`src/common/vic_consts.vh`:
```
// Constants of the regulator control register bank: offsets, fields, defaults, timing.
// Assumes inclusion by bare name from design files compiled with this folder on the path.
//
// Contract
// Level register 0x00: parity bit7, code default 0110010
// Control bit7 set selects internal level code
// Writing bit7 zero returns to external control
// Control bit4 suppresses protection during code change
// Control bit3: 0 PFM, 1 fixed pulse
// Control bit0: 0 auto-recover, 1 latch-off
// Supply loss, lockout or disable restore defaults
// Master sends odd parity over level byte
// Parity error: no acknowledge, register unchanged
// Level read returns stored parity and code
// Serial inputs ignore glitches up to 32 ns
// Master serial clock at most 400 kHz; bench master clocks at 2.5 MHz
// Acknowledge own address on ninth clock, else ignore
// Bit after address: 0 write, 1 read
// After read byte, idle on STOP regardless
// Control bits 6,5,2,1 read zero, ignore writes
// Write: offset byte first, then data byte
`ifndef VIC_CONSTS_VH
`define VIC_CONSTS_VH

// Register offsets
`define VIC_OFFS_LEVEL       8'h00
`define VIC_OFFS_CTRL        8'h01

// Control field positions
`define VIC_CTRL_INTERNAL    7
`define VIC_CTRL_CHG_SUPPR   4
`define VIC_CTRL_FIXED_PULSE 3
`define VIC_CTRL_LATCH_OFF   0
`define VIC_CTRL_MASK        8'h99

// Reset values: parity 0 plus code 0110010, control 0000_1001
`define VIC_LEVEL_RESET      8'h32
`define VIC_CTRL_RESET       8'h09

// Timing figures
`define VIC_CLK_KHZ          20000
`define VIC_T_SPIKE_NS       32
`define VIC_T_CHANGE_NS      15000

// Neutral default target address
`define VIC_TARGET_ADDR      7'h50

`endif

```
`src/hw/vic_bus_events.v`:
```
// Edge and bus condition detector on filtered serial clock and data.
// Assumes both inputs are already synchronous to clk.
`default_nettype none
module vic_bus_events (
   // Clock and reset
   input  wire clk,
   input  wire sys_rst,
   // Filtered levels
   input  wire scl_lvl,
   input  wire sda_lvl,
   // One-cycle events
   output reg  scl_rise_ff,
   output reg  scl_fall_ff,
   output reg  start_ff,
   output reg  stop_ff
);
   reg scl_prev_ff;                          // Clock one cycle ago
   reg sda_prev_ff;                          // Data one cycle ago

   // Data moving while clock high marks START or STOP
   always @(posedge clk)
   begin
      if (sys_rst)
      begin
         scl_prev_ff <= 1'b1;
         sda_prev_ff <= 1'b1;
         scl_rise_ff <= 1'b0;
         scl_fall_ff <= 1'b0;
         start_ff    <= 1'b0;
         stop_ff     <= 1'b0;
      end
      else
      begin
         scl_prev_ff <= scl_lvl;
         sda_prev_ff <= sda_lvl;
         scl_rise_ff <= scl_lvl & ~scl_prev_ff;
         scl_fall_ff <= ~scl_lvl & scl_prev_ff;
         start_ff    <= scl_lvl & scl_prev_ff & sda_prev_ff & ~sda_lvl;
         stop_ff     <= scl_lvl & scl_prev_ff & ~sda_prev_ff & sda_lvl;
      end
   end
endmodule // vic_bus_events
`default_nettype wire

```
`src/hw/vic_pin_filter.v`:
```
// Two-flop synchroniser plus spike filter for one serial pin.
// Assumes pin is asynchronous to clk; output changes only after a stable run.
`default_nettype none
module vic_pin_filter #(
   parameter integer STABLE_CYC = 1          // Extra samples a new level must hold
)(
   // Clock and reset
   input  wire clk,
   input  wire sys_rst,
   // Pin side
   input  wire pin_in,
   // Filtered level
   output reg  level_ff
);
   reg       sync1_ff;                       // First stage, read only by second
   reg       sync2_ff;                       // Second stage
   reg [3:0] run_ff;                         // Length of current differing run

   // Synchroniser chain; idle bus is high
   always @(posedge clk)
   begin
      if (sys_rst)
      begin
         sync1_ff <= 1'b1;
         sync2_ff <= 1'b1;
      end
      else
      begin
         sync1_ff <= pin_in;
         sync2_ff <= sync1_ff;
      end
   end

   // Spike filter: one lone sample never flips the output
   always @(posedge clk)
   begin
      if (sys_rst)
      begin
         level_ff <= 1'b1;
         run_ff   <= 4'h0;
      end
      else if (sync2_ff == level_ff)
         run_ff <= 4'h0;                     // Glitch gone, start over
      else if (run_ff >= STABLE_CYC[3:0])
      begin
         level_ff <= sync2_ff;               // Held long enough
         run_ff   <= 4'h0;
      end
      else
         run_ff <= run_ff + 4'h1;
   end
endmodule // vic_pin_filter
`default_nettype wire

```
`src/hw/vic_regbank.v`:
```
// Serial target with the level and control registers of the buck regulator.
// Assumes a serial master on open-drain pins and async supply status pins.
`include "vic_consts.vh"
`default_nettype none
module vic_regbank #(
   parameter [6:0] TARGET_ADDR = `VIC_TARGET_ADDR,        // Arbitrary neutral address
   parameter integer CHANGE_CYC =                          // Protection hold-off after code change
      (`VIC_T_CHANGE_NS * (`VIC_CLK_KHZ / 1000)) / 1000
)(
   // Clock and reset
   input  wire       clk,
   input  wire       sys_rst,
   // Serial pins
   input  wire       scl_in,
   input  wire       sda_in,
   output reg        sda_out,
   output reg        sda_oe,
   // Supply status pins, asynchronous
   input  wire       input_supply_ok,
   input  wire       supply_lockout,
   input  wire       enable_in,
   // Regulator controls
   output wire [6:0] target_level_code,
   output wire       level_parity,
   output wire       internal_mode,
   output reg        protection_enable,
   output wire       light_load_fixed_pulse_select,
   output wire       latch_off_select
);
   // Spike length in whole cycles, at least one
   // Rounded up: a spike at the limit meets one sample, never two,
   // and the filter wants one sample more than this count
   localparam integer SPIKE_RAW = (`VIC_T_SPIKE_NS * (`VIC_CLK_KHZ / 1000) + 999) / 1000;
   localparam integer SPIKE_CYC = (SPIKE_RAW < 1) ? 1 : SPIKE_RAW;

   // Protocol states
   // ST_IGNORE also parks the engine after a wrong address
   localparam [2:0] ST_IDLE   = 3'd0;
   localparam [2:0] ST_ADDR   = 3'd1;
   localparam [2:0] ST_ACK    = 3'd2;
   localparam [2:0] ST_OFFS   = 3'd3;
   localparam [2:0] ST_DATA   = 3'd4;
   localparam [2:0] ST_SEND   = 3'd5;
   localparam [2:0] ST_MACK   = 3'd6;
   localparam [2:0] ST_IGNORE = 3'd7;

   wire        scl_f;                        // Filtered clock
   wire        sda_f;                        // Filtered data
   wire        scl_rise;                     // Clock edges and bus conditions
   wire        scl_fall;
   wire        bus_start;
   wire        bus_stop;

   reg  [2:0]  pwr_s1_ff;                    // Status synchroniser, first stage
   reg  [2:0]  pwr_s2_ff;                    // Status synchroniser, second stage
   reg         rst_all_ff;                   // Combined defaults request
   reg  [7:0]  level_ff;                     // Level register
   reg  [7:0]  ctrl_ff;                      // Control register, unused bits held zero
   reg  [2:0]  state_ff;                     // Protocol state
   reg  [2:0]  after_ack_ff;                 // State to enter once acknowledge ends
   reg  [7:0]  shift_ff;                     // Receive shifter
   reg  [7:0]  tx_ff;                        // Transmit shifter
   reg  [3:0]  bit_cnt_ff;                   // Bits moved in current byte
   reg         ptr_ff;                       // Selected register
   reg  [15:0] chg_cnt_ff;                   // Protection hold-off counter
   reg         chg_hit;                      // Level code changing this cycle
   reg  [7:0]  rd_byte;                      // Byte a read returns
   wire        parity_ok;                    // Odd count of ones in received byte

   // Input conditioning, one instance per pin
   vic_pin_filter #(.STABLE_CYC(SPIKE_CYC)) u_scl_filt (
      .clk      (clk),
      .sys_rst  (sys_rst),
      .pin_in   (scl_in),
      .level_ff (scl_f)
   );
   vic_pin_filter #(.STABLE_CYC(SPIKE_CYC)) u_sda_filt (
      .clk      (clk),
      .sys_rst  (sys_rst),
      .pin_in   (sda_in),
      .level_ff (sda_f)
   );

   // Bus events from filtered levels
   vic_bus_events u_events (
      .clk         (clk),
      .sys_rst     (sys_rst),
      .scl_lvl     (scl_f),
      .sda_lvl     (sda_f),
      .scl_rise_ff (scl_rise),
      .scl_fall_ff (scl_fall),
      .start_ff    (bus_start),
      .stop_ff     (bus_stop)
   );

   // Supply status synchronisers
   // Status pins come from the analog side; two flops keep
   // a slow or noisy edge away from the register reset
   always @(posedge clk)
   begin
      if (sys_rst)
      begin
         pwr_s1_ff <= 3'h0;
         pwr_s2_ff <= 3'h0;
      end
      else
      begin
         pwr_s1_ff <= {input_supply_ok, supply_lockout, enable_in};
         pwr_s2_ff <= pwr_s1_ff;
      end
   end

   // Any lost condition forces defaults on registers, engine and hold-off
   // Registered so the register reset is glitch free; costs one
   // cycle of latency, far below any supply event
   always @(posedge clk)
   begin
      if (sys_rst)
         rst_all_ff <= 1'b1;
      else
         rst_all_ff <= ~pwr_s2_ff[2] | pwr_s2_ff[1] | ~pwr_s2_ff[0];
   end

   // Read data selection; unused control bits read zero
   // Copied into tx_ff at the address byte, so the byte sent
   // cannot tear while it is being shifted out
   always @*
   begin
      if (ptr_ff)
         rd_byte = ctrl_ff & `VIC_CTRL_MASK;
      else
         rd_byte = level_ff;
   end

   // Odd parity check over whole byte
   // Same check for both registers: a corrupt control byte
   // must not flip the regulator mode either
   assign parity_ok = ^shift_ff;

   // Code change flag for protection hold-off
   // Only a real change starts the hold-off; rewriting the
   // same code leaves protection untouched
   always @*
   begin
      chg_hit = (state_ff == ST_DATA) && scl_fall && (bit_cnt_ff == 4'd8) && parity_ok
                && !ptr_ff && (shift_ff[6:0] != level_ff[6:0]);
   end

   // Protocol engine and register writes
   // Bits are taken at detected clock rise and driven at detected
   // clock fall, both behind the pin filter, so data we drive
   // always moves while the clock is low
   always @(posedge clk)
   begin
      if (sys_rst || rst_all_ff)
      begin
         level_ff     <= `VIC_LEVEL_RESET;
         ctrl_ff      <= `VIC_CTRL_RESET;
         state_ff     <= ST_IDLE;
         after_ack_ff <= ST_IDLE;
         shift_ff     <= 8'h00;
         tx_ff        <= 8'h00;
         bit_cnt_ff   <= 4'h0;
         ptr_ff       <= 1'b0;
         sda_oe       <= 1'b0;
         sda_out      <= 1'b0;
      end
      else if (bus_start)
      begin
         // Every START restarts address compare
         state_ff   <= ST_ADDR;
         bit_cnt_ff <= 4'h0;
         sda_oe     <= 1'b0;
      end
      else if (bus_stop)
      begin
         // STOP always ends the transfer
         state_ff <= ST_IDLE;
         sda_oe   <= 1'b0;
      end
      else
      begin
         case (state_ff)
            ST_ADDR, ST_OFFS, ST_DATA:
            begin
               if (scl_rise && bit_cnt_ff != 4'd8)
               begin
                  shift_ff   <= {shift_ff[6:0], sda_f};
                  bit_cnt_ff <= bit_cnt_ff + 4'h1;
               end
               else if (scl_fall && bit_cnt_ff == 4'd8)
               begin
                  // Byte complete: decide acknowledge for ninth clock
                  bit_cnt_ff <= 4'h0;
                  state_ff   <= ST_IGNORE;   // Default: no acknowledge
                  if (state_ff == ST_ADDR)
                  begin
                     if (shift_ff[7:1] == TARGET_ADDR)
                     begin
                        sda_oe       <= 1'b1;
                        state_ff     <= ST_ACK;
                        tx_ff        <= rd_byte;
                        after_ack_ff <= shift_ff[0] ? ST_SEND : ST_OFFS;
                     end
                  end
                  else if (state_ff == ST_OFFS)
                  begin
                     // Offset byte selects register
                     if (shift_ff == `VIC_OFFS_LEVEL || shift_ff == `VIC_OFFS_CTRL)
                     begin
                        sda_oe       <= 1'b1;
                        state_ff     <= ST_ACK;
                        ptr_ff       <= shift_ff[0];
                        after_ack_ff <= ST_DATA;
                     end
                  end
                  else if (parity_ok)        // Corrupt byte: no ack, no store
                  begin
                     sda_oe       <= 1'b1;
                     state_ff     <= ST_ACK;
                     after_ack_ff <= ST_IGNORE;
                     if (ptr_ff)
                        ctrl_ff <= shift_ff & `VIC_CTRL_MASK;
                     else
                        level_ff <= shift_ff; // Parity kept for read back
                  end
               end
            end
            ST_ACK:
            begin
               if (scl_fall)
               begin
                  // Ninth clock over: release or present first read bit
                  state_ff   <= after_ack_ff;
                  bit_cnt_ff <= 4'h0;
                  sda_oe     <= 1'b0;
                  if (after_ack_ff == ST_SEND)
                  begin
                     sda_oe     <= ~tx_ff[7];
                     tx_ff      <= {tx_ff[6:0], 1'b0};
                     bit_cnt_ff <= 4'h1;
                  end
               end
            end
            ST_SEND:
            begin
               if (scl_fall)
               begin
                  if (bit_cnt_ff == 4'd8)
                  begin
                     sda_oe   <= 1'b0;       // Leave line to master
                     state_ff <= ST_MACK;
                  end
                  else
                  begin
                     sda_oe     <= ~tx_ff[7];
                     tx_ff      <= {tx_ff[6:0], 1'b0};
                     bit_cnt_ff <= bit_cnt_ff + 4'h1;
                  end
               end
            end
            ST_MACK:
            begin
               // Master answer is not acted on; wait for STOP
               if (scl_rise)
                  state_ff <= ST_IGNORE;
            end
            ST_IGNORE, ST_IDLE:
               sda_oe <= 1'b0;               // Silent until START
            default:
               state_ff <= ST_IDLE;
         endcase
      end
   end

   // Protection hold-off while the level code moves
   // Counter loads even with suppression off; the control bit
   // only gates the output, so setting it late drops protection for the remaining count
   always @(posedge clk)
   begin
      if (sys_rst || rst_all_ff)
      begin
         chg_cnt_ff        <= 16'h0000;
         protection_enable <= 1'b1;
      end
      else
      begin
         if (chg_hit)
            chg_cnt_ff <= CHANGE_CYC[15:0];
         else if (chg_cnt_ff != 16'h0000)
            chg_cnt_ff <= chg_cnt_ff - 16'h0001;
         // Suppression only when enabled; otherwise protection stays on
         protection_enable <= ~(ctrl_ff[`VIC_CTRL_CHG_SUPPR] & (chg_hit | (chg_cnt_ff != 16'h0000)));
      end
   end

   // Register fields straight to the regulator
   // Plain wires from flops; no extra pipeline stage
   assign target_level_code             = level_ff[6:0];
   assign level_parity                  = level_ff[7];
   assign internal_mode                 = ctrl_ff[`VIC_CTRL_INTERNAL];
   assign light_load_fixed_pulse_select = ctrl_ff[`VIC_CTRL_FIXED_PULSE];
   assign latch_off_select              = ctrl_ff[`VIC_CTRL_LATCH_OFF];
endmodule // vic_regbank
`default_nettype wire

```
`config.mk`:
```
export PLATFORM = sky130hd
export DESIGN_NAME = vic_regbank
export DESIGN_NICKNAME = d
export VERILOG_FILES = /design/src/hw/vic_bus_events.v /design/src/hw/vic_pin_filter.v /design/src/hw/vic_regbank.v
export VERILOG_INCLUDE_DIRS = /design/src /design/src/common
export SDC_FILE = /design/constraint.sdc
export NUM_CORES = 1
export LEC_CHECK = 0
export BUFFER_PORTS_ARGS = -buffer_cell sky130_fd_sc_hd__buf_2
export CORE_AREA = 2 2 94 96
export CTS_CLUSTER_DIAMETER = 80
export DETAILED_ROUTE_END_ITERATION = 8
export DIE_AREA = 0 0 96 98
export PLACE_DENSITY_LB_ADDON = 0.08
export RECOVER_POWER = 100
export SLEW_MARGIN = 20
export SYNTH_ARGS = -nofsm -noshare
export SYNTH_HDL_FRONTEND = slang
export SYNTH_SLANG_ARGS = --single-unit
```
`constraint.sdc`:
```
create_clock -name clk -period 6.3 [get_ports clk]
set_clock_uncertainty 0.05 [all_clocks]
set_input_delay 0.315 -clock clk [delete_from_list [all_inputs] [get_ports clk]]
set_output_delay 0.315 -clock clk [all_outputs]
set_load 0.1 [all_outputs]
```
==> impl_metrics.tcl <==
set metrics [dict create \
    violations "capacitance limit, slew limit" \
    grt_overflow_total 0 \
    nets 488 \
    vias 3124 \
    clk_latency_ps 360 \
    syn_avg_cell_area_sq_um 8.933 \
    fmax_mhz 304.9 \
    yosysSeqAreaShare 0.4101 \
    r2r_setup_slack_ps 3020 \
    io_buffers 19 \
    powerDensity_nw_per_um2 221.8 \
    drv_slew 9 \
    cp_max_fo 23 \
    worstSetupEndpointType "flip-flop" \
    grt_pass1_vias 3026 \
    yosysTopAreaCell "dfxtp_1" \
    place_inst 563 \
    setup_viol 0 \
    cts_resized 0 \
    finalPower_mw 0.9761 \
    switching_share 0.2421 \
    critical_path_class "flip-flop to flip-flop" \
    async_flop_share 0 \
    clkPwrFrac 0.424 \
    yosysUniqueCellTypes 62 \
    period_needed_ps 3280 \
    fill_cells 824 \
    syn_to_final_growth_pct 7.354 \
    intPower_mw 0.7398 \
    p_switching_mw 0.2363 \
    hold_viol 0 \
    maxCapViolations 1 \
    run_status "finished with violations" \
    yosys_warnings 0 \
    finalNonFillerCells 579 \
    clk_path_buf_depth 2 \
    postCtsSetupRepairBufs 0 \
    worst_pin_slew_ps 1610 \
    worst_hold_path_type "input pin to flip-flop" \
    drt_iter0_drc 129 \
    root_buffer "clkbuf_8" \
    path_clk_slew_ps 90 \
    peakVddDrop_mv 0.1152 \
    netlist_area_sq_um 4100 \
    tns_ps 0 \
    pwr-share-comb 0.021 \
    required_ps 6460 \
    cts_tree "yes" \
    cts_made_buffers 9 \
    grt_start_max_net_pins 34 \
    leakagePower_nw 1.633 \
    dp_hpwl_mm 5.773 \
    grt_pass1_wl_mm 14.21 \
    ys_ff_latch 84 \
    ant_nets 0 \
    rsz0062_at_grt "no" \
    htree_levels 3 \
    wl_mm 8.338 \
    io-pin-count 21 \
    die_x_um 96 \
    multi_input_area_sq_um 2195 \
    row_count 34 \
    core_area_sq_um 8466 \
    postSynthCellCount 459 \
    floorplan.initialDensity 0.4843 \
    gp_congestion 0.9152 \
    hold_buffers 0 \
    viasPerCell 5.396 \
    antenna_found_initial 0 \
    arrival_ps 3440 \
    dr.pass1.iters 4 \
    grt_usage 0.1908 \
    relSlewSlack -0.08136 \
    fin_crit_sh 0.5207 \
    yosys_most_used_dff "dfxtp_1" \
    die_h_um 98 \
    register_area_sq_um 1682 \
    wl_per_cell_um 14.40 \
    synth_top_area_share 0.4101 \
    synth_edf_count 0 \
    cts.sinks 84 \
    start_kind "flip-flop" \
    drive_gt1_frac 0.08493 \
    seqPwrFrac 0.556 \
    dieArea_sq_um 9408 \
    diodes 0 \
    yosys-top-cells-area "dfxtp_1 41%, nor2_1 5.4%, mux2i_1 5.4%" \
    drc_errors 0 \
]
-- Yosys cell counts (3+ instances only) --
cell type and count:
a211o_1 3, a211oi_1 4, a21boi_0 4, a21oi_1 17, a311oi_1 5, buf_2 5
clkbuf_1 20, dfxtp_1 84, ha_1 15, inv_1 24, mux2i_1 22, nand2_1 21
nand2b_1 12, nand3_1 12, nand3b_1 7, nand4_1 4, nor2_1 59, nor2b_1 10
nor3_1 10, nor3b_1 4, nor4_1 5, nor4b_1 3, o211ai_1 7, o21a_1 3
o21ai_0 10, o311a_1 3, or2_2 11, or3_1 10, xnor2_1 15, xor2_1 10
-- stage by stage --
stage | util | area [sq um] | hold slack [ps] | setup WS (ps)
3_5_place_dp | 0.5001 | 4234 | 347.7 | 3743
3_3_place_gp | 0.5001 | 4234 | 342.9 | 3832
6_report | 0.5200 | 4402 | 80.89 | 3020
2_1_floorplan | - | 4108 | 328.1 | 3926
5_1_grt | 0.5200 | 4402 | 63.52 | 2771
4_1_cts | 0.5256 | 4449 | 68.77 | 3711
-- flip-flops by register name (all words and copies together), names as in the netlist, 3 cells and up --
register / flops
chg_cnt_ff: 16
level_ff: 8
shift_ff: 8
tx_ff: 8
bit_cnt_ff: 4
ctrl_ff: 4
u_scl_filt.run_ff: 4
u_sda_filt.run_ff: 4
after_ack_ff: 3
pwr_s1_ff: 3
pwr_s2_ff: 3
state_ff: 3
-- final timing paths --
path / from / end / depth (start not counted)
setup / recovery: state_ff[1] / level_ff[4] / 5
hold reg to reg: u_scl_filt.sync1_ff / u_scl_filt.sync2_ff / 1
setup reg to reg: state_ff[1] / level_ff[4] / 5
hold / removal: sda_in / u_sda_filt.sync1_ff / 2
-- power groups by stage --
| stage | registers [mW] | clock network, mW | logic (mW) |
|---|---|---|---|
| after global placement | 0.555 | 0 | 0.0203 |
| after detailed placement | 0.555 | 0 | 0.0208 |
| after CTS | 0.542 | 0.425 | 0.0209 |
| after global routing | 0.543 | 0.447 | 0.0236 |
| final | 0.542 | 0.413 | 0.0204 |
| after floorplan | 0.552 | 0 | 0.0178 |
-- layer usage --
layer | global-route usage | part of all wire | vias to the layer above
met5 | 0 | 0 | -
met4 | 0.06923 | 0.021 | 0
met3 | 0.04861 | 0.034 | 14
met2 | 0.2949 | 0.45 | 57
met1 | 0.2559 | 0.49 | 1442
li1 | - | - | 1611
-- critical path, cell delays in order, from the launching register on --
cell,delay (ps)
dfxtp_1,580
or3b_1,540
or3_4,360
nor3_1,1220
mux2i_1,320
nand2_1,70
-- cell families (layout without fill, tap and decap cells) --
logic type      after synthesis  count (layout)  synth area share
compound gates               76              76            0.1376
xor+xnor                     25              25           0.05340
flops                        84              84            0.4101
fa+ha+maj                    15              15           0.04577
simple gates                183             183            0.2420
other cells                   1               3         0.0009146
mux                          24              24           0.05920
buf+inv                      51              61           0.05096
-- cell type report --
cell class	instances	area share
flip-flops and latches	84	0.3820
repair buffers	21	0.01933
inverters	24	0.02047
well taps	108	0.03070
clock inverters	7	0.02075
multi-input cells	326	0.4986
clock buffers	9	0.02814
-- placed cells by master, fill, tap and decap left out, types with 11 or more instances in the layout --
cell,n
or2_2,11
xnor2_1,15
inv_1,24
nor3_1,11
mux2i_1,22
a21oi_1,17
nand2_1,21
nand3_1,12
nor2_1,59
clkbuf_1,16
ha_1,15
dfxtp_1,84
nand2b_1,12
No activity file was read; power rests on OpenSTA's default activity.
